`src/core/flash_seq_pkg.sv`:
```
// Contract
// - Program flash only in 64-byte blocks.
// - Exactly 64 holding registers, one per byte.
// - Table write updates one holding register.
// - Long write halts CPU until timer ends.
// - On-chip timer sets write duration.
// - Holding registers FFh after reset, write.
// - FFh holding byte leaves flash byte unchanged.
// - Unlock 55h then 0AAh before write bit.
// - Program stall lasts about 2 ms.
// - Reset during write sets abort flag.
// - Data array byte reads and writes.
// - Data byte write erases then writes, timed.
// - Data address 8 bits, 256 locations.
// - Low six pointer bits select holding byte.
// - Completion flag set, held until cleared.
// - Write bit set by software, hardware clears.
// - Write bit blocked unless enable set.
package flash_seq_pkg;
   localparam int CLK_PERIOD_NS = 10;
   localparam int NS_PER_US = 1000;
   localparam int TICK_CYCLES = NS_PER_US / CLK_PERIOD_NS;
   localparam int PROG_TIME_MS = 2;
   localparam int EE_TIME_MS = 4;
   localparam int PROG_TIME_US = PROG_TIME_MS * 1000;
   localparam int EE_TIME_US = EE_TIME_MS * 1000;
   localparam int BLOCK_BYTES = 64;
   localparam int HOLD_AW = 6;
   localparam int EE_AW = 8;
   localparam int PTR_W = 22;
   localparam logic [7:0] HOLD_RESET = 8'hff;
   localparam logic [7:0] UNLOCK_FIRST = 8'h55;
   localparam logic [7:0] UNLOCK_SECOND = 8'haa;
   localparam logic [7:0] OFF_PTR_LOW = 8'h00;
   localparam logic [7:0] OFF_PTR_HIGH = 8'h04;
   localparam logic [7:0] OFF_PTR_UPPER = 8'h08;
   localparam logic [7:0] OFF_LATCH = 8'h0c;
   localparam logic [7:0] OFF_TABLE_OP = 8'h10;
   localparam logic [7:0] OFF_UNLOCK = 8'h14;
   localparam logic [7:0] OFF_CONTROL = 8'h18;
   localparam logic [7:0] OFF_NV_DATA = 8'h1c;
   localparam logic [7:0] OFF_NV_ADDR = 8'h20;
   localparam logic [7:0] OFF_STATUS = 8'h24;
   localparam int CTL_PGM = 7;
   localparam int CTL_CFG = 6;
   localparam int CTL_ERASE = 4;
   localparam int CTL_ABORT = 3;
   localparam int CTL_WRITE_ENABLE_BIT = 2;
   localparam int CTL_WR = 1;
   localparam int CTL_RD = 0;
   localparam int OP_DIR = 2;
   localparam logic [1:0] MODE_KEEP = 2'h0;
   localparam logic [1:0] MODE_POST_INC = 2'h1;
   localparam logic [1:0] MODE_POST_DEC = 2'h2;
   localparam logic [1:0] MODE_PRE_INC = 2'h3;
   localparam logic [1:0] ARM_NONE = 2'h0;
   localparam logic [1:0] ARM_FIRST = 2'h1;
   localparam logic [1:0] ARM_READY = 2'h2;
   typedef enum logic [2:0] {
      S_IDLE = 3'b001,
      S_LOAD = 3'b010,
      S_TIME = 3'b100
   } seq_state_t;
endpackage

```
`src/core/byte_port_if.sv`:
```
`timescale 1ns/10ps
`default_nettype none
interface byte_port_if #(parameter int AW = 6);
   logic [AW-1:0] addr;
   logic [7:0] wdata;
   logic [7:0] rdata;
   logic we;
   logic clear;
   modport ctrl (output addr, wdata, we, clear, input rdata);
   modport mem (input addr, wdata, we, clear, output rdata);
endinterface
`default_nettype wire

```
`src/core/flash_block_program_sequencer.sv`:
```
`timescale 1ns/10ps
`default_nettype none
module flash_block_program_sequencer #(
   parameter int PROG_US = flash_seq_pkg::PROG_TIME_US,
   parameter int EE_US = flash_seq_pkg::EE_TIME_US
) (
   input wire logic pclk,
   input wire logic presetn,
   input wire logic psel,
   input wire logic penable,
   input wire logic pwrite,
   input wire logic [7:0] paddr,
   input wire logic [31:0] pwdata,
   output logic [31:0] prdata,
   output logic pready,
   output logic pslverr,
   input wire logic external_master_reset,
   input wire logic watchdog_reset,
   output logic cpu_stall,
   output logic write_complete_irq_flag,
   output logic [flash_seq_pkg::PTR_W-1:0] pf_addr,
   output logic [7:0] pf_wdata,
   output logic pf_write,
   output logic pf_erase,
   input wire logic [7:0] pf_rdata
);
   import flash_seq_pkg::*;

   byte_port_if #(.AW(HOLD_AW)) hold ();
   byte_port_if #(.AW(EE_AW)) ee ();

   holding_buffer u_hold (
      .pclk(pclk),
      .presetn(presetn),
      .port(hold.mem)
   );

   nv_data_array u_ee (
      .pclk(pclk),
      .port(ee.mem)
   );

   // -----------------------------------------------------------------
   // State.
   // -----------------------------------------------------------------
   seq_state_t state_reg, state_next;
   logic [PTR_W-1:0] ptr_reg, ptr_next;
   logic [7:0] latch_reg, latch_next;
   logic pgm_reg, pgm_next;
   logic cfg_reg, cfg_next;
   logic erase_reg, erase_next;
   logic abort_reg, abort_next;
   logic write_enable_bit_reg, write_enable_bit_next;
   logic wr_reg, wr_next;
   logic op_pgm_reg, op_pgm_next;
   logic [7:0] nv_data_reg, nv_data_next;
   logic [7:0] nv_addr_reg, nv_addr_next;
   logic irq_reg, irq_next;
   logic [1:0] arm_reg, arm_next;
   logic [HOLD_AW-1:0] idx_reg, idx_next;
   logic [6:0] tick_reg, tick_next;
   logic [19:0] time_reg, time_next;
   logic rd_pend_reg, rd_pend_next;
   logic [31:0] prdata_reg, prdata_next;
   logic [PTR_W-1:0] pf_addr_reg, pf_addr_next;
   logic [7:0] pf_wdata_reg, pf_wdata_next;
   logic pf_write_reg, pf_write_next;
   logic pf_erase_reg, pf_erase_next;

   logic busy, acc, wr_acc, setup, tbl_rd_req, tick, soft_rst;
   logic mapped;
   logic [PTR_W-1:0] eff_ptr, ptr_after;
   logic [20:0] p_inc, p_dec;
   logic [7:0] ctl_view;

   // -----------------------------------------------------------------
   // Bus decode.
   // -----------------------------------------------------------------
   assign busy = state_reg != S_IDLE;
   assign setup = psel && !penable;
   assign tbl_rd_req = psel && penable && pwrite && !busy &&
                       paddr == OFF_TABLE_OP && !pwdata[OP_DIR];
   assign pready = !tbl_rd_req || rd_pend_reg;
   assign acc = psel && penable && pready;
   assign wr_acc = acc && pwrite;
   assign soft_rst = external_master_reset || watchdog_reset;
   assign tick = tick_reg == 7'(TICK_CYCLES - 1);

   always_comb begin
      unique case (paddr)
         OFF_PTR_LOW, OFF_PTR_HIGH, OFF_PTR_UPPER, OFF_LATCH,
         OFF_TABLE_OP, OFF_UNLOCK, OFF_CONTROL, OFF_NV_DATA,
         OFF_NV_ADDR, OFF_STATUS: mapped = 1'b1;
         default: mapped = 1'b0;
      endcase
   end
   assign pslverr = psel && penable && !mapped;

   // Pointer arithmetic touches only the low 21 bits.
   assign p_inc = ptr_reg[20:0] + 21'h1;
   assign p_dec = ptr_reg[20:0] - 21'h1;
   assign eff_ptr = (pwdata[1:0] == MODE_PRE_INC) ?
                    {ptr_reg[21], p_inc} : ptr_reg;
   always_comb begin
      unique case (pwdata[1:0])
         MODE_KEEP: ptr_after = ptr_reg;
         MODE_POST_DEC: ptr_after = {ptr_reg[21], p_dec};
         MODE_POST_INC, MODE_PRE_INC: ptr_after = {ptr_reg[21], p_inc};
      endcase
   end

   assign ctl_view = {pgm_reg, cfg_reg, 1'b0, erase_reg, abort_reg,
                      write_enable_bit_reg, wr_reg, 1'b0};

   // -----------------------------------------------------------------
   // Next-state logic.
   // -----------------------------------------------------------------
   always_comb begin
      state_next = state_reg;
      ptr_next = ptr_reg;
      latch_next = latch_reg;
      pgm_next = pgm_reg;
      cfg_next = cfg_reg;
      erase_next = erase_reg;
      abort_next = abort_reg;
      write_enable_bit_next = write_enable_bit_reg;
      wr_next = wr_reg;
      op_pgm_next = op_pgm_reg;
      nv_data_next = nv_data_reg;
      nv_addr_next = nv_addr_reg;
      irq_next = irq_reg;
      arm_next = arm_reg;
      idx_next = idx_reg;
      tick_next = tick_reg;
      time_next = time_reg;
      rd_pend_next = 1'b0;
      prdata_next = prdata_reg;
      pf_addr_next = pf_addr_reg;
      pf_wdata_next = pf_wdata_reg;
      pf_write_next = 1'b0;
      pf_erase_next = 1'b0;
      hold.we = 1'b0;
      hold.clear = 1'b0;
      hold.wdata = latch_reg;
      hold.addr = eff_ptr[HOLD_AW-1:0];
      ee.we = 1'b0;
      ee.clear = 1'b0;
      ee.wdata = nv_data_reg;
      ee.addr = nv_addr_reg;

      if (setup) begin
         unique case (paddr)
            OFF_PTR_LOW: prdata_next = {24'h0, ptr_reg[7:0]};
            OFF_PTR_HIGH: prdata_next = {24'h0, ptr_reg[15:8]};
            OFF_PTR_UPPER: prdata_next = {26'h0, ptr_reg[21:16]};
            OFF_LATCH: prdata_next = {24'h0, latch_reg};
            OFF_CONTROL: prdata_next = {24'h0, ctl_view};
            OFF_NV_DATA: prdata_next = {24'h0, nv_data_reg};
            OFF_NV_ADDR: prdata_next = {24'h0, nv_addr_reg};
            OFF_STATUS: prdata_next = {30'h0, cpu_stall, irq_reg};
            default: prdata_next = 32'h0;
         endcase
      end

      // A table read fetches the byte one cycle after the address.
      if (tbl_rd_req && !rd_pend_reg) begin
         rd_pend_next = 1'b1;
         pf_addr_next = eff_ptr;
      end
      if (tbl_rd_req && rd_pend_reg) begin
         latch_next = pf_rdata;
         ptr_next = ptr_after;
      end

      if (acc) begin
         arm_next = ARM_NONE;
      end
      if (wr_acc && paddr == OFF_UNLOCK) begin
         if (pwdata[7:0] == UNLOCK_FIRST) begin
            arm_next = ARM_FIRST;
         end else if (pwdata[7:0] == UNLOCK_SECOND &&
                      arm_reg == ARM_FIRST) begin
            arm_next = ARM_READY;
         end
      end

      if (wr_acc && !busy) begin
         unique case (paddr)
            OFF_PTR_LOW: ptr_next[7:0] = pwdata[7:0];
            OFF_PTR_HIGH: ptr_next[15:8] = pwdata[7:0];
            OFF_PTR_UPPER: ptr_next[21:16] = pwdata[5:0];
            OFF_LATCH: latch_next = pwdata[7:0];
            OFF_NV_DATA: nv_data_next = pwdata[7:0];
            OFF_NV_ADDR: nv_addr_next = pwdata[7:0];
            OFF_TABLE_OP: begin
               if (pwdata[OP_DIR]) begin
                  hold.we = 1'b1;
                  ptr_next = ptr_after;
               end
            end
            OFF_CONTROL: begin
               pgm_next = pwdata[CTL_PGM];
               cfg_next = pwdata[CTL_CFG];
               erase_next = pwdata[CTL_ERASE];
               abort_next = pwdata[CTL_ABORT];
               write_enable_bit_next = pwdata[CTL_WRITE_ENABLE_BIT];
               if (pwdata[CTL_RD] && !pwdata[CTL_PGM] &&
                   !pwdata[CTL_CFG]) begin
                  nv_data_next = ee.rdata;
               end
               if (pwdata[CTL_WR] && write_enable_bit_reg &&
                   arm_reg == ARM_READY) begin
                  if (pwdata[CTL_CFG]) begin
                     abort_next = 1'b1;
                  end else begin
                     wr_next = 1'b1;
                     abort_next = 1'b1;
                     op_pgm_next = pwdata[CTL_PGM];
                     tick_next = 7'h0;
                     time_next = pwdata[CTL_PGM] ? 20'(PROG_US) :
                                 20'(EE_US);
                     if (!pwdata[CTL_PGM]) begin
                        ee.we = 1'b1;
                        state_next = S_TIME;
                     end else if (pwdata[CTL_ERASE]) begin
                        pf_erase_next = 1'b1;
                        pf_addr_next = {ptr_reg[21:6], 6'h0};
                        state_next = S_TIME;
                     end else begin
                        idx_next = '0;
                        state_next = S_LOAD;
                     end
                  end
               end
            end
            default: ;
         endcase
      end

      if (wr_acc && paddr == OFF_STATUS && pwdata[0]) begin
         irq_next = 1'b0;
      end

      if (busy) begin
         tick_next = tick ? 7'h0 : tick_reg + 7'h1;
         if (tick && time_reg != 20'h0) begin
            time_next = time_reg - 20'h1;
         end
      end

      unique case (state_reg)
         S_IDLE: ;
         S_LOAD: begin
            hold.addr = idx_reg;
            pf_addr_next = {ptr_reg[21:6], idx_reg};
            pf_wdata_next = hold.rdata;
            pf_write_next = hold.rdata != HOLD_RESET;
            idx_next = idx_reg + 6'h1;
            if (idx_reg == 6'(BLOCK_BYTES - 1)) begin
               state_next = S_TIME;
            end
         end
         S_TIME: begin
            if (time_reg == 20'h0) begin
               state_next = S_IDLE;
               wr_next = 1'b0;
               abort_next = 1'b0;
               erase_next = 1'b0;
               irq_next = 1'b1;
               hold.clear = 1'b1;
            end
         end
      endcase

      if (soft_rst) begin
         state_next = S_IDLE;
         abort_next = abort_reg || busy;
         wr_next = 1'b0;
         write_enable_bit_next = 1'b0;
         erase_next = 1'b0;
         arm_next = ARM_NONE;
         pf_write_next = 1'b0;
         pf_erase_next = 1'b0;
         hold.clear = 1'b1;
      end
   end

   // -----------------------------------------------------------------
   // Registers.
   // -----------------------------------------------------------------
   always_ff @(posedge pclk or negedge presetn) begin
      if (!presetn) begin
         state_reg <= S_IDLE;
         ptr_reg <= '0;
         latch_reg <= 8'h00;
         pgm_reg <= 1'b0;
         cfg_reg <= 1'b0;
         erase_reg <= 1'b0;
         abort_reg <= 1'b0;
         write_enable_bit_reg <= 1'b0;
         wr_reg <= 1'b0;
         op_pgm_reg <= 1'b0;
         nv_data_reg <= 8'h00;
         nv_addr_reg <= 8'h00;
         irq_reg <= 1'b0;
         arm_reg <= ARM_NONE;
         idx_reg <= '0;
         tick_reg <= 7'h0;
         time_reg <= 20'h0;
         rd_pend_reg <= 1'b0;
         prdata_reg <= 32'h0;
         pf_addr_reg <= '0;
         pf_wdata_reg <= 8'hff;
         pf_write_reg <= 1'b0;
         pf_erase_reg <= 1'b0;
      end else begin
         state_reg <= state_next;
         ptr_reg <= ptr_next;
         latch_reg <= latch_next;
         pgm_reg <= pgm_next;
         cfg_reg <= cfg_next;
         erase_reg <= erase_next;
         abort_reg <= abort_next;
         write_enable_bit_reg <= write_enable_bit_next;
         wr_reg <= wr_next;
         op_pgm_reg <= op_pgm_next;
         nv_data_reg <= nv_data_next;
         nv_addr_reg <= nv_addr_next;
         irq_reg <= irq_next;
         arm_reg <= arm_next;
         idx_reg <= idx_next;
         tick_reg <= tick_next;
         time_reg <= time_next;
         rd_pend_reg <= rd_pend_next;
         prdata_reg <= prdata_next;
         pf_addr_reg <= pf_addr_next;
         pf_wdata_reg <= pf_wdata_next;
         pf_write_reg <= pf_write_next;
         pf_erase_reg <= pf_erase_next;
      end
   end

   // -----------------------------------------------------------------
   // Outputs.
   // -----------------------------------------------------------------
   // halt during long write.
   assign cpu_stall = wr_reg && op_pgm_reg;
   assign write_complete_irq_flag = irq_reg;
   assign prdata = prdata_reg;
   assign pf_addr = pf_addr_reg;
   assign pf_wdata = pf_wdata_reg;
   assign pf_write = pf_write_reg;
   assign pf_erase = pf_erase_reg;
endmodule // flash_block_program_sequencer
`default_nettype wire

```
`src/core/holding_buffer.sv`:
```
`timescale 1ns/10ps
`default_nettype none
module holding_buffer
   import flash_seq_pkg::*;
(
   input wire logic pclk,
   input wire logic presetn,
   byte_port_if.mem port
);
   logic [7:0] hold_reg [BLOCK_BYTES];
   // -----------------------------------------------------------------
   // One register per block byte.
   // -----------------------------------------------------------------
   // one per byte.
   genvar i;
   for (i = 0; i < BLOCK_BYTES; i++) begin : g_hold
      logic [7:0] hold_next;
      always_comb begin
         hold_next = hold_reg[i];
         if (port.we && port.addr == HOLD_AW'(i)) begin
            hold_next = port.wdata;
         end
         if (port.clear) begin
            hold_next = HOLD_RESET;
         end
      end
      always_ff @(posedge pclk or negedge presetn) begin
         if (!presetn) begin
            hold_reg[i] <= 8'hff;
         end else begin
            hold_reg[i] <= hold_next;
         end
      end
   end
   assign port.rdata = hold_reg[port.addr];
endmodule // holding_buffer
`default_nettype wire

```
`src/core/nv_data_array.sv`:
```
`timescale 1ns/10ps
`default_nettype none
module nv_data_array
   import flash_seq_pkg::*;
(
   input wire logic pclk,
   byte_port_if.mem port
);
   // -----------------------------------------------------------------
   // Nonvolatile bytes, kept across reset.
   // -----------------------------------------------------------------
   // 256 locations.
   logic [7:0] mem_reg [2**EE_AW];
   always_ff @(posedge pclk) begin
      if (port.we) begin
         mem_reg[port.addr] <= port.wdata;
      end
   end
   assign port.rdata = mem_reg[port.addr];
endmodule // nv_data_array
`default_nettype wire

```
`config.mk`:
```
export PLATFORM = sky130hd
export DESIGN_NAME = flash_block_program_sequencer
export DESIGN_NICKNAME = d
export VERILOG_FILES = /design/src/core/flash_seq_pkg.sv /design/src/core/byte_port_if.sv /design/src/core/flash_block_program_sequencer.sv /design/src/core/holding_buffer.sv /design/src/core/nv_data_array.sv
export SDC_FILE = /design/constraint.sdc
export NUM_CORES = 2
export LEC_CHECK = 0
export BUFFER_PORTS_ARGS = -buffer_cell sky130_fd_sc_hd__clkbuf_2
export CORE_ASPECT_RATIO = 1.1
export CORE_MARGIN = 8
export CORE_UTILIZATION = 60
export CTS_CLUSTER_DIAMETER = 60
export CTS_CLUSTER_SIZE = 24
export DETAILED_ROUTE_END_ITERATION = 8
export HOLD_SLACK_MARGIN = 0.05
export PLACE_DENSITY_LB_ADDON = 0.05
export SETUP_SLACK_MARGIN = 0.4
export SLEW_MARGIN = 15
export SYNTH_ARGS = -nofsm -noshare
export SYNTH_HDL_FRONTEND = slang
export SYNTH_SLANG_ARGS = --single-unit
```
`constraint.sdc`:
```
create_clock -name pclk -period 5.2 [get_ports pclk]
set_input_delay 0.52 -clock pclk [delete_from_list [all_inputs] [get_ports pclk]]
set_output_delay 0.52 -clock pclk [all_outputs]
set_load 0.1 [all_outputs]
```
Word-level counts from Yosys, hierarchy flattened
Memories as Yosys holds them, arrays and structs flattened.
Index checks and enable logic that the tools add are counted.
{"block": "totals", "regBits": 669, "rom_bits": 0, "ram_bits": 2048, "latch_bits": 0, "memories": 1, "output_inout_bits": 68}
{"block": "classes", "mux": 237, "div": 0, "n_mul": 0, "shifts": 0, "addsub": 5, "bitwise": 2, "n_reduce_logical": 185, "magnitude_cmp": 1, "eq_ne": 89}
{"name": "u_ee.mem_reg", "words": 256, "word_bits": 8, "read_ports": 1, "rd_ports_with_merged_regs": 0, "wr": 1, "line_no": "nv_data_array.sv:13", "text": "logic [7:0] mem_reg [2**EE_AW];"}
{"op": "2-to-1 mux 8 bit", "n": 134}
{"op": "2-to-1 mux 22 bit", "n": 11}
{"op": "== test 6 bit (second input constant)", "n": 33}
{"op": "nonzero test 2 bit", "n": 74}
{"op": "2-to-1 mux 20 bit", "n": 6}
{"op": "== test 6 x 5 -> 1 bit (second input constant)", "n": 16}
{"op": "logical AND 1 bit", "n": 86}
{"op": "one-hot mux 22 bit (3 select lines)", "n": 1}
{"op": "one-hot mux 8 bit (8 select lines)", "n": 1}
{"op": "binary-select mux 8 bit (select 6 bit)", "n": 1}
{"op": "== test 6 x 4 -> 1 bit (second input constant)", "n": 8}
{"op": "2-to-1 mux 1 bit", "n": 48}
{"op": "2-to-1 mux 6 bit", "n": 8}
{"op": "one-hot mux 8 bit (2 select lines)", "n": 3}
{"op": "2-to-1 mux 7 bit", "n": 6}
{"op": "== test 8 x 5 -> 1 bit (second input constant)", "n": 4}
{"op": "2-to-1 mux 3 bit", "n": 9}
{"op": "== test 6 x 3 -> 1 bit (second input constant)", "n": 4}
{"op": "adder 21 x 1 -> 21 bit (second input constant)", "n": 1}
{"op": "2-to-1 mux 21 bit", "n": 1}
{"op": "subtractor 21 x 1 -> 21 bit (second input constant)", "n": 1}
{"op": "zero test 20 bit", "n": 1}
{"op": "nonzero test 20 bit", "n": 1}
{"op": "subtractor 20 x 1 -> 20 bit (second input constant)", "n": 1}
{"op": "other kinds (36)", "n": 60}

Logic depth before layout (Yosys ltp)
{"block": "logic_depth", "word_depth": 14, "mapped_depth": 17, "ltp_nobuf": 11}

By module
From an unflattened synthesis, not the netlist that was laid out.
{"block": "unflattened", "cells_unflattened": 7188, "hier_area_um2": 113177.3}
{"mod": "nv_data_array", "n_inst": 1, "cells_each": 3539, "seq_area_each_um2": 61499.0, "area_per_inst_um2": 78332.6}
{"mod": "holding_buffer", "n_inst": 1, "cells_each": 2665, "seq_area_each_um2": 13452.9, "area_per_inst_um2": 26604.3}
{"mod": "flash_block_program_sequencer", "n_inst": 1, "cells_each": 984, "seq_area_each_um2": 3339.5, "area_per_inst_um2": 8240.4}

Least setup slack after synthesis
No wires, ideal clock.
{"block": "synth_timing", "path_kind": "register -> register", "from": "register nv_data_reg[4] (netlist: ee.wdata[4])", "to": "register prdata_reg[4] (netlist: prdata[4])", "setup_ps": 83, "arrival_time_ps": 4069, "period_less_slack_ps": 4152, "stages_incl_launch_ff": 6, "path_slack_ps": 1048, "path_cell_list": "dfrtp_1 mux2_2 a22oi_1 o211ai_1 a21oi_1 o21ai_0"}
{"block": "synth_via", "elab_chain_len": 1}
{"element": "from (decl)", "line_no": "flash_block_program_sequencer.sv:56", "text": "logic [7:0] nv_data_reg, nv_data_next;"}
{"element": "from (signal assigned)", "line_no": "flash_block_program_sequencer.sv:327", "text": "nv_data_reg <= nv_data_next;"}
{"element": "one-hot mux 8 bit (8 select lines)", "line_no": "flash_block_program_sequencer.sv:152", "text": "unique case (paddr)"}
{"element": "to (signal assigned)", "line_no": "flash_block_program_sequencer.sv:335", "text": "prdata_reg <= prdata_next;"}
{"element": "to (decl)", "line_no": "flash_block_program_sequencer.sv:64", "text": "logic [31:0] prdata_reg, prdata_next;"}
No other way between the ends.
A chain may end at the register's enable or synchronous reset.

Worst setup path in the final report
{"block": "layout_timing", "from": "register nv_addr_reg[0] (netlist: ee.addr[0])", "to": "register nv_data_reg[5] (netlist: ee.wdata[5])"}
{"block": "layout_via", "elab_chain_len": 3}
{"element": "from (decl)", "line_no": "flash_block_program_sequencer.sv:57", "text": "logic [7:0] nv_addr_reg, nv_addr_next;"}
{"element": "from (signal assigned)", "line_no": "flash_block_program_sequencer.sv:328", "text": "nv_addr_reg <= nv_addr_next;"}
{"element": "memory read (256 x 8 bit)"}
{"element": "2-to-1 mux 8 bit", "line_no": "flash_block_program_sequencer.sv:207", "text": "if (pwdata[CTL_RD] && !pwdata[CTL_PGM] &&"}
{"element": "one-hot mux 8 bit (2 select lines)", "line_no": "flash_block_program_sequencer.sv:188", "text": "unique case (paddr)"}
No other way between the ends. The select of a mux whose other input is x is not followed.

==> flow_summary.json <==
{
  "globalRouteTotalUtil_pct": 29.1,
  "synth.most_common_cell": "edfxtp_1",
  "reg2reg_depth": 10,
  "drt_wl_total_um": 297000,
  "fmax_mhz": 217,
  "regToRegEndpoint": "ee.wdata[5]$_DFFE_PN0P_",
  "rows": 167,
  "gp_congestion": 0.874,
  "tritoncts": "done",
  "report.final.hold_viol_count": 0,
  "reg2reg_slack_ns": 0.60,
  "yosysSeqAreaShare_pct": 69.4,
  "largest_reg_flops": 2048,
  "ir_drop_v": 0.000337,
  "pin_count": 123,
  "rr_startpoint": "ee.addr[0]$_DFFE_PN0P_",
  "hold_start": "penable",
  "rsz0062_at_grt": "false",
  "cellPowerDensity_mw_per_mm2": 315,
  "num-fill-cells": 13058,
  "setup_violations": 0,
  "maxSlewViolCount": 0,
  "ys_types": 97,
  "endpoint": "ee.wdata[5]$_DFFE_PN0P_",
  "die_width_um": 429,
  "syn-cell-area_sq_mm": 0.113,
  "antenna_found_initial": 3,
  "dp_hpwl_um": 186000,
  "drtPass1Iterations": 6,
  "synth_flop_cell": "edfxtp_1",
  "grt_max_degree": 182,
  "outcome": "completed",
  "wire_per_inst_um": 30.3,
  "clk_path_buf_depth": 3,
  "area_delta_synth_final_pct": 8.08,
  "yosys_warnings": 0,
  "synth_common_cells": "edfxtp_1, nand2_1, mux4_2",
  "clkLatencyLatePin_ns": 0.85,
  "critPathLaunchType": "flop",
  "ys_ff_latch": 2693,
  "hp-class": "input port to flop",
  "cp.arrival_ns": 5.31,
  "cts_root_buf": "clkbuf_16",
  "htree_levels": 4,
  "finalCriticalPeriod_ns": 4.60,
  "start_util_pct": 60.2,
  "critPathCaptureType": "flop",
  "slew_headroom_pct": 17.7,
  "synth_edf_count": 2048,
  "grt_pass1_wl_um": 439000,
  "dr_total_vias": 65365,
  "avgViaCountPerCell": 6.65,
  "fin_area_sq_mm": 0.122,
  "synth_top_area_cell": "edfxtp_1",
  "yosys-top-cells-area": "edfxtp_1, mux4_2, dfstp_2",
  "io_buffers": 74,
  "startpoint": "ee.addr[0]$_DFFE_PN0P_",
  "drt_iter0_drc": 7541,
  "fin_nets": 7307,
  "dpl-instance-area_sq_mm": 0.116,
  "leakage_uw": 0.0429,
  "grt.overflow.total": 0,
  "grt_pass1_vias": 64406,
  "period_share_pct": 88.6,
  "worst_pin_slew_ns": 1.23,
  "synth_top_area_share_pct": 54.5,
  "cts_setup_buffers": 0,
  "synthCells": 7256,
  "clkTransAtPathRegs_ns": 0.10,
  "maxCapViolations": 0,
  "ant_nets": 0,
  "fp.dieH_um": 471,
  "clkSinkCount": 2693,
  "crit_required_ns": 5.90,
  "drc": 0,
  "die-area_sq_mm": 0.202,
  "cts-buffers-inserted": 162,
  "avgSynthCellArea_sq_um": 15.5,
  "path_class": "flop to flop",
  "async_flop_share_pct": 24.0,
  "core-area_sq_mm": 0.187,
  "drive_gt1_share_pct": 25.8,
  "fin_skew_ns": 0.0365,
  "path_max_fanout": 36,
  "setup_tns_ns": 0,
  "totalPowerFinal_uw": 38400
}
cells in the final DEF (no fill, tap or decap), drive strengths merged, types with 24 or more instances in the layout:
master,Yosys,layout
edfxtp,2048,2048
nand2,1190,1190
mux4,649,649
nand3,603,603
dfstp,521,521
nor2,442,442
clkbuf,286,259
buf,243,248
a21oi,142,142
o21ai,141,141
dfrtp,124,124
nor3,104,104
inv,51,90
o22a,79,79
a22oi,56,56
o22ai,49,49
o211ai,46,46
clkinv,0,42
o221ai,34,34
a32oi,32,32
a22o,27,27
o31ai,26,26
conb,1,24
and3,24,24
critical path, cell delays in order, from the launching register on:
cell and delay, ns:
dfrtp_4 0.86, buf_12 0.33, buf_4 0.30, buf_4 0.25
mux4_2 0.53, mux4_2 0.47, mux2_2 0.31, a221oi_1 0.25
a211oi_1 0.14, a2111oi_0 0.89, nor3_1 0.08
stage by stage:
stage                     cells  hold WS (ns)  util (%)  worst slack (ns)
final                      9823         0.157      65.0             0.595
after detailed placement   9519         0.453      62.0             0.498
after global placement     9519         0.449      62.0             0.514
after CTS                  9816        0.0772      65.0             0.486
after global routing       9820         0.152      65.0             0.402
after floorplan            7279         0.224         -              1.05
cell families (layout without fill, tap and decap cells):
| family | Yosys count | after routing | synth area share (%) |
|---|---|---|---|
| other | 1 | 29 | 0.00333 |
| DFF | 2693 | 2693 | 69.4 |
| adders and majority gates | 5 | 5 | 0.0555 |
| buffers and inverters | 580 | 669 | 2.42 |
| xor gates and xnor gates | 25 | 25 | 0.194 |
| and+or+nand+nor | 2512 | 2512 | 9.90 |
| muxes | 683 | 683 | 13.3 |
| AOI/OAI and AO/OA | 757 | 757 | 4.70 |
final cells by class:
cell class              count  area [sq um]  area share [%]
multi-input cells        4006         31900            26.2
inverters                  51           191           0.157
diodes                      5          12.5          0.0103
clock inverters            99          1170           0.961
clock buffers             186          4270            3.50
flip-flops and latches   2693         78400            64.3
well taps                2450          3070            2.52
repair buffers            333          2870            2.35
worst min-delay path by stage:
stage,to,slack [ns],cells past startpoint
floorplan,abort_reg$_DFF_PN0_,0.22,0
global placement,pf_wdata[1]$_DFFE_PN1P_,0.45,2
detailed placement,pf_wdata[5]$_DFFE_PN1P_,0.45,2
CTS,arm_reg[0]$_DFF_PN0_,0.08,4
global route,abort_reg$_DFF_PN0_,0.15,4
finish,arm_reg[0]$_DFF_PN0_,0.16,4
report_power, final:
group | total, uW | internal (uW) | switching, uW
Clock | 14100 | 6700 | 7440
Sequential | 23100 | 23000 | 64.0
Combinational | 1130 | 287 | 848
Total | 38400 | 30000 | 8350
layer usage:
layer | vias to the layer above | wire (um) | GRT usage [%]
met5 | - | 211 | 0
met4 | 4 | 13600 | 11.8
met3 | 636 | 21300 | 3.87
li1 | 27838 | - | -
met1 | 33933 | 114000 | 39.6
met2 | 2954 | 148000 | 48.2
repair_timing:
| action | CTS | global route |
|---|---|---|
| gates resized for setup | 0 | 1 |
| hold buffers | 12 | 0 |
| setup endpoints to repair | 0 | 3 |
| hold endpoints to repair | 90 | 0 |
Note: power is estimated with default switching activity, not from simulation.
